`src/rtl/tp_link_cfg.svh`:
```
`ifndef TP_LINK_CFG_SVH
`define TP_LINK_CFG_SVH
`define CLK_PERIOD_NS      50
`define LINK_TX_NOM_NS     16000000
`define LINK_RX_MIN_NS     4000000
`define LINK_RX_MAX_NS     65000000
`define LINK_MAIN_W_NS     100
`define LINK_PRE_W_NS      50
`define SQE_WAIT_NS        1000
`define SQE_WIN_NS         1000
`define LED_HOLD_NS        128000000
`define EOP_ZERO_NS        250
`define EOP_ONE_NS         300
`define HALF_BIT_NS        50
`define LINK_TX_CYC    (`LINK_TX_NOM_NS / `CLK_PERIOD_NS)
`define LINK_RX_MIN_CYC ((`LINK_RX_MIN_NS + `CLK_PERIOD_NS - 1) / `CLK_PERIOD_NS)
`define LINK_RX_MAX_CYC (`LINK_RX_MAX_NS / `CLK_PERIOD_NS)
`define LINK_MAIN_CYC  (`LINK_MAIN_W_NS / `CLK_PERIOD_NS)
`define SQE_WAIT_CYC   (`SQE_WAIT_NS / `CLK_PERIOD_NS)
`define SQE_WIN_CYC    (`SQE_WIN_NS / `CLK_PERIOD_NS)
`define LED_HOLD_CYC   (`LED_HOLD_NS / `CLK_PERIOD_NS)
`define EOP_ZERO_CYC   (`EOP_ZERO_NS / `CLK_PERIOD_NS)
`define EOP_ONE_CYC    (`EOP_ONE_NS / `CLK_PERIOD_NS)
`define BUF_DEPTH      2
`endif

```
`src/rtl/tp_link_pkg.sv`:
```
package tp_link_pkg;
  typedef enum logic [2:0] {TX_IDLE, TX_FIRST, TX_SECOND, TX_EOP, TX_LINK} tx_state_t;
  typedef enum logic [1:0] {SQE_IDLE, SQE_WAIT, SQE_WIN} sqe_state_t;
endpackage

```
`src/rtl/tp_link_sqe_led_timing.sv`:
```
`timescale 1ns/1ps
`include "tp_link_cfg.svh"
module tp_link_sqe_led_timing
  import tp_link_pkg::*;
#(
  parameter int LINK_TX_CYC     = `LINK_TX_CYC,
  parameter int LINK_RX_MIN_CYC = `LINK_RX_MIN_CYC,
  parameter int LINK_RX_MAX_CYC = `LINK_RX_MAX_CYC,
  parameter int LED_HOLD_CYC    = `LED_HOLD_CYC
) (
  input  wire logic i_clk_sys,
  input  wire logic i_rst_b,
  input  wire logic i_tx_valid,
  input  wire logic i_tx_data,
  input  wire logic i_tx_last,
  output logic      o_tx_ready,
  input  wire logic i_rx_link_pulse,
  input  wire logic i_rx_activity,
  input  wire logic i_collision,
  input  wire logic i_loopback,
  output logic      o_tp_out_pos_main,
  output logic      o_tp_out_neg_main,
  output logic      o_tp_out_pos_predist,
  output logic      o_tp_out_neg_predist,
  output logic      o_link_good,
  output logic      o_sqe,
  output logic      o_loopback_active,
  output logic      o_led_rx,
  output logic      o_led_tx,
  output logic      o_led_col
);
  logic      b_valid, b_data, b_last, b_ready;
  tx_state_t tx_q, tx_d;
  logic      bit_q, bit_d, last_q, last_d;
  logic [2:0] tcnt_q, tcnt_d;
  logic [19:0] idle_q, idle_d;
  logic      pos_q, pos_d, neg_q, neg_d, ppos_q, ppos_d, pneg_q, pneg_d;
  logic      tx_busy, tx_end;
  logic [20:0] rxc_q, rxc_d;
  logic      good_q, good_d;
  sqe_state_t sqe_q, sqe_d;
  logic [4:0] scnt_q, scnt_d;
  logic      sqe_out_q, sqe_out_d, lb_q, lb_d;
  logic [2:0] led_trig;
  logic [2:0] led_on_q;

  tp_skid_buffer u_buf (
    .i_clk_sys (i_clk_sys),
    .i_rst_b   (i_rst_b),
    .i_valid   (i_tx_valid),
    .i_data    (i_tx_data),
    .i_last    (i_tx_last),
    .o_ready   (b_ready),
    .o_valid   (b_valid),
    .o_data    (b_data),
    .o_last    (b_last),
    .i_ready   (tx_q == TX_IDLE || (tx_q == TX_SECOND && !last_q))
  );

  assign tx_busy = tx_q != TX_IDLE && tx_q != TX_LINK;
  assign tx_end  = tx_q == TX_EOP && tcnt_q == 3'h1;

  // Manchester encoder, one 50 ns cycle per half bit
  always_comb begin
    tx_d   = tx_q;
    bit_d  = bit_q;
    last_d = last_q;
    tcnt_d = tcnt_q;
    idle_d = idle_q;
    pos_d  = 1'b0;
    neg_d  = 1'b0;
    case (tx_q)
      TX_IDLE: begin
        if (b_valid) begin
          tx_d   = TX_FIRST;
          bit_d  = b_data;
          last_d = b_last;
        end else if (idle_q >= 20'(LINK_TX_CYC - 1)) begin
          tx_d   = TX_LINK;
          tcnt_d = 3'(`LINK_MAIN_CYC);
          idle_d = 20'h0;
        end else begin
          idle_d = idle_q + 20'h1;
        end
      end
      TX_FIRST: begin
        // Repeated bits give 50 ns halves, alternating merge into 100 ns
        pos_d = ~bit_q;
        neg_d = bit_q;
        tx_d  = TX_SECOND;
      end
      TX_SECOND: begin
        pos_d = bit_q;
        neg_d = ~bit_q;
        if (last_q) begin
          tx_d   = TX_EOP;
          tcnt_d = bit_q ? 3'(`EOP_ONE_CYC) : 3'(`EOP_ZERO_CYC);
        end else if (b_valid) begin
          tx_d   = TX_FIRST;
          bit_d  = b_data;
          last_d = b_last;
        end else begin
          // Underrun ends frame as if last
          tx_d   = TX_EOP;
          tcnt_d = bit_q ? 3'(`EOP_ONE_CYC) : 3'(`EOP_ZERO_CYC);
        end
      end
      TX_EOP: begin
        pos_d  = pos_q;
        neg_d  = neg_q;
        tcnt_d = tcnt_q - 3'h1;
        idle_d = 20'h0;
        if (tcnt_q == 3'h1) begin
          tx_d  = TX_IDLE;
          pos_d = 1'b0;
          neg_d = 1'b0;
        end
      end
      TX_LINK: begin
        pos_d  = 1'b1;
        tcnt_d = tcnt_q - 3'h1;
        if (tcnt_q == 3'h1) begin
          tx_d  = TX_IDLE;
        end
      end
      default: tx_d = TX_IDLE;
    endcase
    // Predistortion copies main one cycle later; a link pulse drives both pos and neg high for 50 ns
    // Main is high in idle only during a link pulse's second cycle
    ppos_d = pos_q && !(ppos_q && (tx_q == TX_LINK || tx_q == TX_IDLE));
    pneg_d = neg_q || (pos_q && !ppos_q && (tx_q == TX_LINK || tx_q == TX_IDLE));
  end

  always_ff @(posedge i_clk_sys) begin
    if (!i_rst_b) begin
      tx_q   <= TX_IDLE;
      bit_q  <= 1'b0;
      last_q <= 1'b0;
      tcnt_q <= 3'h0;
      idle_q <= 20'h0;
      pos_q  <= 1'b0;
      neg_q  <= 1'b0;
      ppos_q <= 1'b0;
      pneg_q <= 1'b0;
    end else begin
      tx_q   <= tx_d;
      bit_q  <= bit_d;
      last_q <= last_d;
      tcnt_q <= tcnt_d;
      idle_q <= idle_d;
      pos_q  <= pos_d;
      neg_q  <= neg_d;
      ppos_q <= ppos_d;
      pneg_q <= pneg_d;
    end
  end

  // Link integrity check on received pulses
  always_comb begin
    rxc_d  = (rxc_q < 21'(LINK_RX_MAX_CYC)) ? rxc_q + 21'h1 : rxc_q;
    good_d = good_q;
    if (i_rx_activity) begin
      rxc_d  = 21'h0;
      good_d = 1'b1;
    end else if (i_rx_link_pulse) begin
      // Pulse outside the window is not valid; counter restarts anyway
      good_d = (rxc_q >= 21'(LINK_RX_MIN_CYC)) && (rxc_q < 21'(LINK_RX_MAX_CYC));
      rxc_d  = 21'h0;
    end else if (rxc_q >= 21'(LINK_RX_MAX_CYC)) begin
      good_d = 1'b0;
    end
  end

  always_ff @(posedge i_clk_sys) begin
    if (!i_rst_b) begin
      rxc_q  <= 21'h0;
      good_q <= 1'b0;
    end else begin
      rxc_q  <= rxc_d;
      good_q <= good_d;
    end
  end

  // SQE test after each frame that ends while SQE is idle; loopback sampled between frames
  always_comb begin
    sqe_d     = sqe_q;
    scnt_d    = scnt_q - 5'h1;
    sqe_out_d = 1'b0;
    lb_d      = tx_busy ? lb_q : i_loopback;
    case (sqe_q)
      SQE_IDLE: begin
        scnt_d = 5'h0;
        if (tx_end) begin
          sqe_d  = SQE_WAIT;
          scnt_d = 5'(`SQE_WAIT_CYC);
        end
      end
      SQE_WAIT: begin
        if (scnt_q == 5'h1) begin
          sqe_d     = SQE_WIN;
          scnt_d    = 5'(`SQE_WIN_CYC);
          sqe_out_d = 1'b1;
        end
      end
      SQE_WIN: begin
        sqe_out_d = 1'b1;
        if (scnt_q == 5'h1) begin
          sqe_d     = SQE_IDLE;
          sqe_out_d = 1'b0;
        end
      end
      default: sqe_d = SQE_IDLE;
    endcase
  end

  always_ff @(posedge i_clk_sys) begin
    if (!i_rst_b) begin
      sqe_q     <= SQE_IDLE;
      scnt_q    <= 5'h0;
      sqe_out_q <= 1'b0;
      lb_q      <= 1'b0;
    end else begin
      sqe_q     <= sqe_d;
      scnt_q    <= scnt_d;
      sqe_out_q <= sqe_out_d;
      lb_q      <= lb_d;
    end
  end

  // LED stretchers: rx, tx, collision
  assign led_trig = {i_collision, tx_busy, i_rx_activity};

  for (genvar g = 0; g < 3; g++) begin : g_led
    logic [21:0] lc_q, lc_d;
    logic        on_d;
    always_comb begin
      lc_d = (lc_q != 22'h0) ? lc_q - 22'h1 : lc_q;
      if (led_trig[g]) begin
        lc_d = 22'(LED_HOLD_CYC);
      end
      on_d = lc_d != 22'h0;
    end
    always_ff @(posedge i_clk_sys) begin
      if (!i_rst_b) begin
        lc_q        <= 22'h0;
        led_on_q[g] <= 1'b0;
      end else begin
        lc_q        <= lc_d;
        led_on_q[g] <= on_d;
      end
    end
  end

  assign o_tx_ready           = b_ready;
  assign o_tp_out_pos_main    = pos_q;
  assign o_tp_out_neg_main    = neg_q;
  assign o_tp_out_pos_predist = ppos_q;
  assign o_tp_out_neg_predist = pneg_q;
  assign o_link_good          = good_q;
  assign o_sqe                = sqe_out_q;
  assign o_loopback_active    = lb_q;
  assign o_led_rx             = led_on_q[0];
  assign o_led_tx             = led_on_q[1];
  assign o_led_col            = led_on_q[2];
endmodule

```
`src/rtl/tp_skid_buffer.sv`:
```
`timescale 1ns/1ps
`include "tp_link_cfg.svh"
module tp_skid_buffer (
  input  wire logic i_clk_sys,
  input  wire logic i_rst_b,
  input  wire logic i_valid,
  input  wire logic i_data,
  input  wire logic i_last,
  output logic      o_ready,
  output logic      o_valid,
  output logic      o_data,
  output logic      o_last,
  input  wire logic i_ready
);
  logic [1:0] data_q [2];
  logic [1:0] data_d [2];
  logic       wr_q, wr_d, rd_q, rd_d;
  logic [1:0] cnt_q, cnt_d;
  logic       push, pop;
  logic       ready_q, ready_d;

  assign push    = i_valid && ready_q;
  assign pop     = (cnt_q != 2'h0) && i_ready;
  assign o_ready = ready_q;
  assign o_valid = cnt_q != 2'h0;
  assign o_data  = data_q[rd_q][0];
  assign o_last  = data_q[rd_q][1];

  always_comb begin
    data_d = data_q;
    wr_d   = wr_q;
    rd_d   = rd_q;
    if (push) begin
      data_d[wr_q] = {i_last, i_data};
      wr_d         = ~wr_q;
    end
    if (pop) begin
      rd_d = ~rd_q;
    end
    cnt_d = cnt_q + {1'b0, push} - {1'b0, pop};
    // Registered ready, so the sender sees a flop
    ready_d = cnt_d != 2'(`BUF_DEPTH);
  end

  always_ff @(posedge i_clk_sys) begin
    if (!i_rst_b) begin
      data_q <= '{2'h0, 2'h0};
      wr_q   <= 1'b0;
      rd_q   <= 1'b0;
      cnt_q  <= 2'h0;
      ready_q <= 1'b0;
    end else begin
      data_q <= data_d;
      wr_q   <= wr_d;
      rd_q   <= rd_d;
      cnt_q  <= cnt_d;
      ready_q <= ready_d;
    end
  end
endmodule
```
`config.mk`:
```
export PLATFORM = sky130hd
export DESIGN_NAME = tp_link_sqe_led_timing
export DESIGN_NICKNAME = d
export VERILOG_FILES = /design/src/rtl/tp_link_pkg.sv /design/src/rtl/tp_link_sqe_led_timing.sv /design/src/rtl/tp_skid_buffer.sv
export VERILOG_INCLUDE_DIRS = /design/src /design/src/rtl
export SDC_FILE = /design/constraint.sdc
export NUM_CORES = 1
export LEC_CHECK = 0
export BUFFER_PORTS_ARGS = -buffer_cell sky130_fd_sc_hd__buf_4
export CORE_MARGIN = 3
export CORE_UTILIZATION = 40
export DETAILED_ROUTE_END_ITERATION = 10
export PLACE_DENSITY = 0.56
export SLEW_MARGIN = 5
export SYNTH_ARGS = -nofsm -noshare
export SYNTH_HDL_FRONTEND = slang
export SYNTH_HIERARCHICAL = 1
export SYNTH_SLANG_ARGS = --single-unit
```
`constraint.sdc`:
```
create_clock -name i_clk_sys -period 5.4 [get_ports i_clk_sys]
set_clock_uncertainty 0.1 [all_clocks]
set_input_delay 1.62 -clock i_clk_sys [delete_from_list [all_inputs] [get_ports i_clk_sys]]
set_output_delay 1.62 -clock i_clk_sys [all_outputs]
set_load 0.01 [all_outputs]
```
==> results of run 1 <==
power by group:
part           switching, W  internal (W)
combinational      0.000891      0.000605
clock              0.000451      0.000854
sequential         0.000189       0.00120
layout make-up:
| type | count | share of cell area, % |
|---|---|---|
| sequential | 141 | 34.4 |
| clock inverter | 11 | 2.29 |
| clock buffer | 21 | 5.74 |
| inverter | 23 | 1.05 |
| tap | 225 | 3.44 |
| multi-input combinational | 706 | 51.0 |
| timing repair buffer | 22 | 2.02 |
placed cells by master, fill, tap and decap left out, types with 6 or more instances in the layout:
master	synthesis	routed
a211oi_1	12	12
a21oi_1	56	56
a31oi_1	7	7
and2_1	9	9
and3_1	14	14
and4_1	6	6
buf_4	0	22
clkbuf_16	0	17
dfxtp_1	141	141
ha_1	14	14
inv_1	22	22
mux2i_1	15	15
nand2_1	69	69
nand2b_1	8	8
nand3_1	23	23
nand3b_1	7	7
nand4_1	13	13
nor2_1	161	161
nor2b_1	12	12
nor3_1	41	41
nor3b_1	10	10
nor4_1	23	23
o211ai_1	7	7
o21ai_0	35	35
o31ai_1	8	8
or2_2	6	6
or3_1	13	13
or4_1	13	13
xnor2_1	37	37
xor2_1	26	26
metal layers:
metal  vias to the layer above  part of all wire (%)
li1                       3230                     -
met1                      2875                    49
met2                        84                    46
met3                        18                   3.2
met4                         0                   1.8
met5                         -                     0
cells by family after synthesis:
group	count (synthesis)	share of synthesized area [%]
buf+inv	54	2.93
flops	141	39.1
simple gates	446	31.1
xor+xnor	63	7.65
mux	17	2.39
compound gates	166	14.4
fa+ha+maj	14	2.43
flip-flops by register name, summed over array words and instances (netlist names), 2 cells and up:
register / flops
idle_q: 20
sqe_q: 2
scnt_q: 5
g_led.lc_q: 66
tx_q: 3
rxc_q: 21
u_buf/cnt_q: 2
tcnt_q: 3
u_buf/data_q: 4
cell usage after synthesis, types with 13 or more instances:
cell type / number
or4_1: 13
or3_1: 13
xor2_1: 26
nor2_1: 161
mux2i_1: 15
xnor2_1: 37
o21ai_0: 35
inv_1: 22
nor4_1: 23
dfxtp_1: 141
clkbuf_1: 29
a21oi_1: 56
and3_1: 14
nand3_1: 23
ha_1: 14
nand4_1: 13
nand2_1: 69
nor3_1: 41
worst min-delay path, cell delays in order (launching register included):
cell	delay, ns
dfxtp_1	0.32
nand2_1	0.06
nor2_1	0.03
path summary, 6_finish.rpt:
kind	from	slack (ns)	cells past startpoint	to
setup / recovery	g_led[0].lc_q[0]	2.01	9	o_led_rx
hold / removal	idle_q[19]	0.35	2	idle_q[19]
setup reg to reg	g_led[0].lc_q[0]	2.01	9	o_led_rx
hold reg to reg	idle_q[19]	0.35	2	idle_q[19]
through the flow:
stage / hold WS [ns] / worst slack (ns)
floorplan: 0.321 / 2.10
global placement: 0.335 / 2.09
detailed placement: 0.343 / 2.04
CTS: 0.351 / 2.03
global route: 0.385 / 1.84
finish: 0.349 / 2.01
==> impl_metrics.yaml, run 1 <==
outcome:
  status: "completed"
die:
  start_util_pct: 41.3
  ioPinCount: 20
  core-area_mm2: 0.0175
  die_y_um: 140
  rows: 48
  die_area_mm2: 0.0197
  die_w_um: 140
clocking:
  clock_sinks: 141
  ctsHoldBuffers: 0
  cts-root-buf: "clkbuf_16"
  clk_pin_slew_worst_paths_ns: 0.06
  cts-resized-gates: 0
  htree_levels: 4
  cts_setup_buffers: 0
  clk_latency_ns: 0.42
  clock_path_buffers: 2
  cts_tree: "yes"
  cts_buffers: 17
synth:
  async_flop_share_pct: 0
  synthDistinctLibCells: 64
  ys_seq_area_share_pct: 39.1
  syn-num-nets: 924
  synth-seq-cells: 141
  yosysWarnings: 6
  synth_area_mm2: 0.00721
  syn_avg_cell_area_um2: 8.01
  synth-edff-count: 0
  yosysTopAreaCellShare_pct: 39.1
  yosys.area.top_type: "dfxtp_1"
  synth_ff_type: "dfxtp_1"
  yosys-top-cells-area: "dfxtp_1, nor2_1, xnor2_1, a21oi_1, nand2_1"
  synth_cells: 901
sta:
  max_freq_ghz: 0.295
  timing_max_transition_violations_final: 0
  maxSlewHeadroom_pct: 31.1
  period_share_pct: 62.7
  rsz0062_at_grt: "no"
  min_period_ns: 3.39
  setup_viol: 0
  fin_setup_tns_ns: 0
  hold_viol: 0
  worst_slew_pin_slew_ns: 1.03
global_routing:
  grt_use_met2_pct: 26.1
  grt_use_met3_pct: 3.31
  met1_usage_pct: 22.6
  grt_pass1_wl_mm: 27.6
  grt_pass1_vias: 5854
  antenna_found_initial: 0
  busiest_layer: "met2"
  grt_max_degree: 55
  grt_overflow: 0
  grt_use_total_pct: 16.6
final_layout:
  layout.nets: 934
  multiInputGateArea_mm2: 0.00418
  final-seq-area_mm2: 0.00282
  fin_area_mm2: 0.00819
  fillers: 1740
  drive_gt1_share_pct: 7.68
  antenna_cells: 0
  final_util_pct: 46.9
  finalNonFillerCells: 1149
  syn2layout_area_growth_pct: 13.6
detailed_routing:
  via_count: 6207
  routed_wl_mm: 16.0
  drc: 0
  wl_per_cell_um: 13.9
  drtAntennaViolNets: 0
  drt-vias-per-instance: 5.40
  dr.pass1.iters: 4
  drt_iter0_drc: 290
place:
  dp_cells: 1117
  dpl_cell_area_mm2: 0.00754
  io_buffers: 19
  hpwl_mm: 10.9
  place_congestion: 0.796
setup_path:
  crit_family: "simple AND/OR/NAND/NOR gates"
  cp_slowest_cell: "or4b_4"
  path_buf_inv: 1
  path_cells: "inv_1 > ha_1 > or4b_4 > or3_1 > or4_1 > mux2i_1 > o211ai_1 > or4_1 > o41a_1"
  cp-end-kind: "flip-flop"
  start_kind: "flip-flop"
  cp_data_required_time_ns: 5.60
  worstSetupPathType: "flip-flop to flip-flop"
  crit_path_frequent_cell: "or4_1"
  crit_arrival_ns: 3.59
  cpPeakStageDelay_ns: 0.50
  crit_fanout: 8
job:
  maxCapViolCount: 0
power_and_ir_drop:
  ir_drop_mv: 0.327
  total_power_w: 0.00419
  power-per-cell-area_mw_per_mm2: 511
  p_leak_nw: 3.08
hold_path:
  hp-class: "flip-flop to flip-flop"
Power figures use the tool's default switching activity.
==> run 2, diff against run 1 <==
Settings changed: PLACE_DENSITY 0.56 to 0.58.
Clock period 5.4 ns to 2.95 ns, I/O delays scaled along.
==> run 2 against run 1 <==
  * Via count grew 4.1%
  * Critical endpoint unchanged
  * Count of clock-buffer cells in the layout grew 1
  * Sequential share of layout area shrank 2.0 points
  * Core utilization grew 2.9 points
  * Register-to-register slack lost 2.2 ns
  * Non-clock buffer count grew 63
  * The run now ends with negative setup slack left
  * Flip-flop and latch count is the same
  * Largest power group unchanged
==> impl_metrics.yaml, run 2 (synthesized netlist as in run 1, its figures left out) <==
setup_path:
  start_kind: "flip-flop"
  crit_arrival_ns: 3.31
  path_cells: "inv_2 > ha_4 > or4b_4 > or3_4 > or4_4 > mux2i_4 > o211ai_1 > or4_1 > o41a_1"
  cpPeakStageDelay_ns: 0.46
  cp_slowest_cell: "or4b_4"
  cp_data_required_time_ns: 3.14
  worstSetupPathType: "flip-flop to flip-flop"
  reg2reg_to: "o_led_rx"
  reg2reg_slack_ns: -0.17
  reg2reg_from: "g_led[0].lc_q[1]"
  r2r_cells: 9
  crit_fanout: 2
  cp-end-kind: "flip-flop"
detailed_routing:
  drtAntennaViolNets: 0
  via_count: 6464
  routed_wl_mm: 16.6
  drc: 0
  drt_iter0_drc: 363
  dr.pass1.iters: 5
  wl_per_cell_um: 13.7
  drt-vias-per-instance: 5.33
hold_path:
  hp-start: "idle_q[19]"
  holdPathEnd: "idle_q[19]"
  worstHoldPathCells: 2
  hp-class: "flip-flop to flip-flop"
global_routing:
  grt_use_total_pct: 17.5
  grt_pass1_vias: 6251
  grt_overflow: 0
  grt_pass1_wl_mm: 29.4
  grt_max_degree: 55
  antenna_found_initial: 0
clocking:
  cts-root-buf: "clkbuf_16"
  clock_path_buffers: 2
  cts_buffers: 17
  clk_latency_ns: 0.42
  clock_sinks: 141
  ctsHoldBuffers: 0
  htree_levels: 4
  cts_tree: "yes"
  clk_pin_slew_worst_paths_ns: 0.06
place:
  place_congestion: 0.847
  io_buffers: 19
  hpwl_mm: 11.5
  dp_cells: 1179
  dp_slack_ns: -0.160
die:
  core-area_mm2: 0.0175
  die_w_um: 140
  die_y_um: 140
  ioPinCount: 20
  die_area_mm2: 0.0197
  start_util_pct: 41.3
  rows: 48
power_and_ir_drop:
  clockPowerShare_pct: 28.7
  p_int_w: 0.00515
  p_sw_share_pct: 36.1
  seqPwrFrac_pct: 30.4
  total_power_w: 0.00806
  ir_drop_mv: 0.653
  power_frac_comb_pct: 40.9
  p_leak_nw: 3.39
  power-per-cell-area_mw_per_mm2: 926
  power.switching_w: 0.00291
sta:
  max_freq_ghz: 0.321
  maxSlewHeadroom_pct: 51.6
  timing_max_transition_violations_final: 0
  period_share_pct: 106
  rsz0062_at_grt: "yes"
  worst_slew_pin_slew_ns: 0.726
  holdWs_ns: 0.355
  hold_viol: 0
  setup_ws_ns: -0.167
  setup_viol: 1
  min_period_ns: 3.12
final_layout:
  layout_commonest_cell: "nor2_1"
  layout_common_cells: "nor2_1, dfxtp_1, buf_4"
  final_util_pct: 49.8
  finalNonFillerCells: 1212
  reg.largest.list: "g_led.lc_q (66), rxc_q (21), idle_q (20)"
  largest_reg_flops: 66
  fillers: 1695
  antenna_cells: 0
  top_register: "g_led.lc_q"
  syn2layout_area_growth_pct: 20.6
  layout.nets: 997
  drive_gt1_share_pct: 14.5
outcome:
  failed_checks: "negative setup slack"
  status: "complete, but fails checks"
job:
  maxCapViolCount: 0
[run 2: cell count changes in the layout (fill, tap and decap cells not counted), sizes merged]
| cell | change |
|---|---|
| clkbuf | +1 |
| buf | +63 |
| clkinvlp | -1 |
| bufinv | -1 |
| inv | +1 |
[run 2: worst max path at each step]
| stage | startpoint | to | slack, ns | cells after the start |
|---|---|---|---|---|
| floorplan | g_led[0].lc_q[0] | o_led_rx | -0.13 | 10 |
| global placement | g_led[0].lc_q[1] | o_led_rx | -0.05 | 10 |
| detailed placement | g_led[0].lc_q[1] | o_led_rx | -0.16 | 10 |
| CTS | g_led[0].lc_q[1] | o_led_rx | -0.17 | 9 |
| global route | g_led[0].lc_q[1] | o_led_rx | -0.26 | 10 |
| finish | g_led[0].lc_q[1] | o_led_rx | -0.17 | 9 |
[run 2: power by group through the flow]
stage / combinational (W) / sequential (W) / clock [W]
2_1_floorplan: 0.00222 / 0.00247 / 0
3_3_place_gp: 0.00322 / 0.00248 / 0
3_5_place_dp: 0.00321 / 0.00248 / 0
4_1_cts: 0.00325 / 0.00245 / 0.00237
5_1_grt: 0.00369 / 0.00249 / 0.00245
6_report: 0.00330 / 0.00245 / 0.00231
[run 2: cell type report]
class	instances	area, um2	share of cell area [%]
tap	225	282	3.23
clock inverter	10	159	1.83
inverter	23	86.3	0.992
multi-input combinational	706	4230	48.6
sequential	141	2820	32.4
timing repair buffer	85	642	7.37
clock buffer	22	484	5.56
[run 2: repair_timing]
action / 4_1_cts / 5_1_grt
hold endpoints to repair: 0 / 0
endpoints found under the setup margin: 1 / 3
gates resized for setup: 5 / 7
setup buffers: 1 / 0
pin swaps: 1 / 2
[run 2: layer usage]
layer  GRT usage (%)  part of all wire [%]  vias to the layer above
met1            22.9                    49                     2997
met2            29.0                    47                       89
met3            3.35                   2.8                       15
li1                -                     -                     3363
met4            5.51                   1.1                        0
met5               0                     0                        -
[run 2: metrics by stage]
step / TNS (ns) / cell area [um2]
final: -0.167 / 8700
after CTS: -0.166 / 8680
after global routing: -0.285 / 8700
after floorplan: -0.128 / 7230
after global placement: -0.0451 / 8010
after detailed placement: -0.160 / 8010
[run 2: worst max-delay path, delay by kind of cell (launching register included)]
family                     cells  cell delay (ns)
and+or+nand+nor                4             1.71
adders and majority gates      1             0.13
AOI/OAI and AO/OA              2             0.46
buffers and inverters          1             0.07
muxes                          1             0.21
DFF                            1             0.32
==> run 3, diff against run 2 <==
Settings changed: CTS_BUF_LIST set to sky130_fd_sc_hd__clkbuf_4, GPL_TIMING_DRIVEN set to 1.
==> run 3 against run 2 <==
  * The flow still finishes with violations (negative setup slack)
  * Wire length fell by 0.82%
  * Critical endpoint unchanged
  * Register-to-register slack hardly changed
  * Via count decreased by 0.53%
  * Core utilization decreased by 1.9 points
  * Clock power decreased by 41%
==> impl_metrics.yaml, run 3 (synthesized netlist as in run 1, its figures left out) <==
outcome:
  status: "complete, but fails checks"
  failed_checks: "negative setup slack"
die:
  die_w_um: 140
  start_util_pct: 41.3
  die_area_mm2: 0.0197
  ioPinCount: 20
  die_y_um: 140
  rows: 48
  core-area_mm2: 0.0175
job:
  maxCapViolCount: 0
power_and_ir_drop:
  p_leak_nw: 3.24
  clockPowerShare_pct: 19.3
  p_sw_share_pct: 39.3
  power-per-cell-area_mw_per_mm2: 849
  seqPwrFrac_pct: 34.5
  p_int_w: 0.00431
  power_frac_comb_pct: 46.2
  power.switching_w: 0.00279
  ir_drop_mv: 0.521
  total_power_w: 0.00710
setup_path:
  cp_data_required_time_ns: 3.30
  crit_arrival_ns: 3.48
  worstSetupPathType: "flip-flop to flip-flop"
  cp-end-kind: "flip-flop"
  crit_fanout: 2
  start_kind: "flip-flop"
  r2r_cells: 9
place:
  dp_slack_ns: -0.160
  io_buffers: 19
  hpwl_mm: 11.5
  dpl_cell_area_mm2: 0.00801
  place_congestion: 0.847
final_layout:
  fin_area_mm2: 0.00837
  layout_commonest_cell: "nor2_1"
  largest_reg_flops: 66
  fillers: 1747
  reg.largest.list: "g_led.lc_q (66), rxc_q (21), idle_q (20)"
  layout.nets: 997
  layout_common_cells: "nor2_1, dfxtp_1, buf_4"
  syn2layout_area_growth_pct: 16.0
  drive_gt1_share_pct: 14.3
  final_util_pct: 47.9
  top_register: "g_led.lc_q"
detailed_routing:
  routed_wl_mm: 16.5
  dr.pass1.iters: 5
  drt-vias-per-instance: 5.30
  drtAntennaViolNets: 0
  drt_iter0_drc: 342
  wl_per_cell_um: 13.6
  drc: 0
  via_count: 6430
global_routing:
  antenna_found_initial: 1
  grt_use_total_pct: 17.3
  grt_pass1_wl_mm: 29.0
  grt_overflow: 0
  grt_max_degree: 55
  grt_pass1_vias: 6194
clocking:
  clock_path_buffers: 2
  cts_buffers: 17
  htree_levels: 4
  clk_latency_ns: 0.57
  cts-root-buf: "clkbuf_4"
  ctsHoldBuffers: 0
  clock_sinks: 141
  cts_tree: "yes"
  clk_pin_slew_worst_paths_ns: 0.14
sta:
  period_share_pct: 106
  min_period_ns: 3.13
  setup_ws_ns: -0.177
  worst_slew_pin_slew_ns: 0.714
  max_freq_ghz: 0.320
  holdWs_ns: 0.364
  maxSlewHeadroom_pct: 52.4
  setup_viol: 1
  hold_viol: 0
  rsz0062_at_grt: "yes"
  timing_max_transition_violations_final: 0
hold_path:
  hp-class: "flip-flop to flip-flop"
  worstHoldPathCells: 2
==> run 3: cell types whose count changed in the layout (fill, tap and decap cells not counted), sizes merged <==
cell    delta
diode      +1
clkbuf     -4
clkinv     +4
==> run 3: path summary, 6_finish.rpt <==
path / slack [ns] / end / start
worst max-delay path: -0.18 / o_led_rx / g_led[0].lc_q[1]
worst min-delay path: 0.36 / idle_q[19] / idle_q[19]
worst max register to register: -0.18 / o_led_rx / g_led[0].lc_q[1]
worst min register to register: 0.36 / idle_q[19] / idle_q[19]
==> run 3: layout make-up <==
class	count	area [um2]	area share [%]
multi-input cells	706	4220	50.5
flip-flops and latches	141	2820	33.7
diodes	1	2.50	0.0299
repair buffers	85	642	7.67
inverters	23	86.3	1.03
well taps	225	282	3.36
clock inverters	14	174	2.08
clock buffers	18	135	1.61
==> run 3: timing repair <==
item                                    CTS  global route
setup buffers                             1             0
pin swaps                                 3             1
gates resized for setup                   5             7
endpoints found under the setup margin    1             3
==> run 3: critical path, stage by stage (launching register included) <==
cell,delay [ns]
dfxtp_2,0.35
inv_2,0.07
ha_4,0.13
or4b_4,0.45
or3_4,0.36
or4_4,0.43
mux2i_2,0.22
o211ai_1,0.11
or4_1,0.43
o41a_1,0.34
==> run 3: metrics by stage <==
| stage | TNS (ns) | cells |
|---|---|---|
| 6_report | -0.177 | 1213 |
| 5_1_grt | -0.300 | 1213 |
| 3_3_place_gp | -0.0451 | 1179 |
| 2_1_floorplan | -0.128 | 901 |
| 3_5_place_dp | -0.160 | 1179 |
| 4_1_cts | -0.160 | 1212 |
==> run 3: metal layers <==
layer / share of wire, % / wire [um] / GRT usage [%]
met1: 49 / 8080 / 22.7
met4: 1.5 / 240 / 5.76
met2: 47 / 7700 / 28.7
met3: 2.8 / 455 / 3.55
met5: 0 / 0 / 0
==> run 3: power groups by stage <==
stage | combinational [W] | sequential (W) | clock [W]
finish | 0.00328 | 0.00245 | 0.00137
global route | 0.00368 | 0.00249 | 0.00151
CTS | 0.00324 | 0.00244 | 0.00142
detailed placement | 0.00321 | 0.00248 | 0
global placement | 0.00322 | 0.00248 | 0
floorplan | 0.00222 | 0.00247 | 0
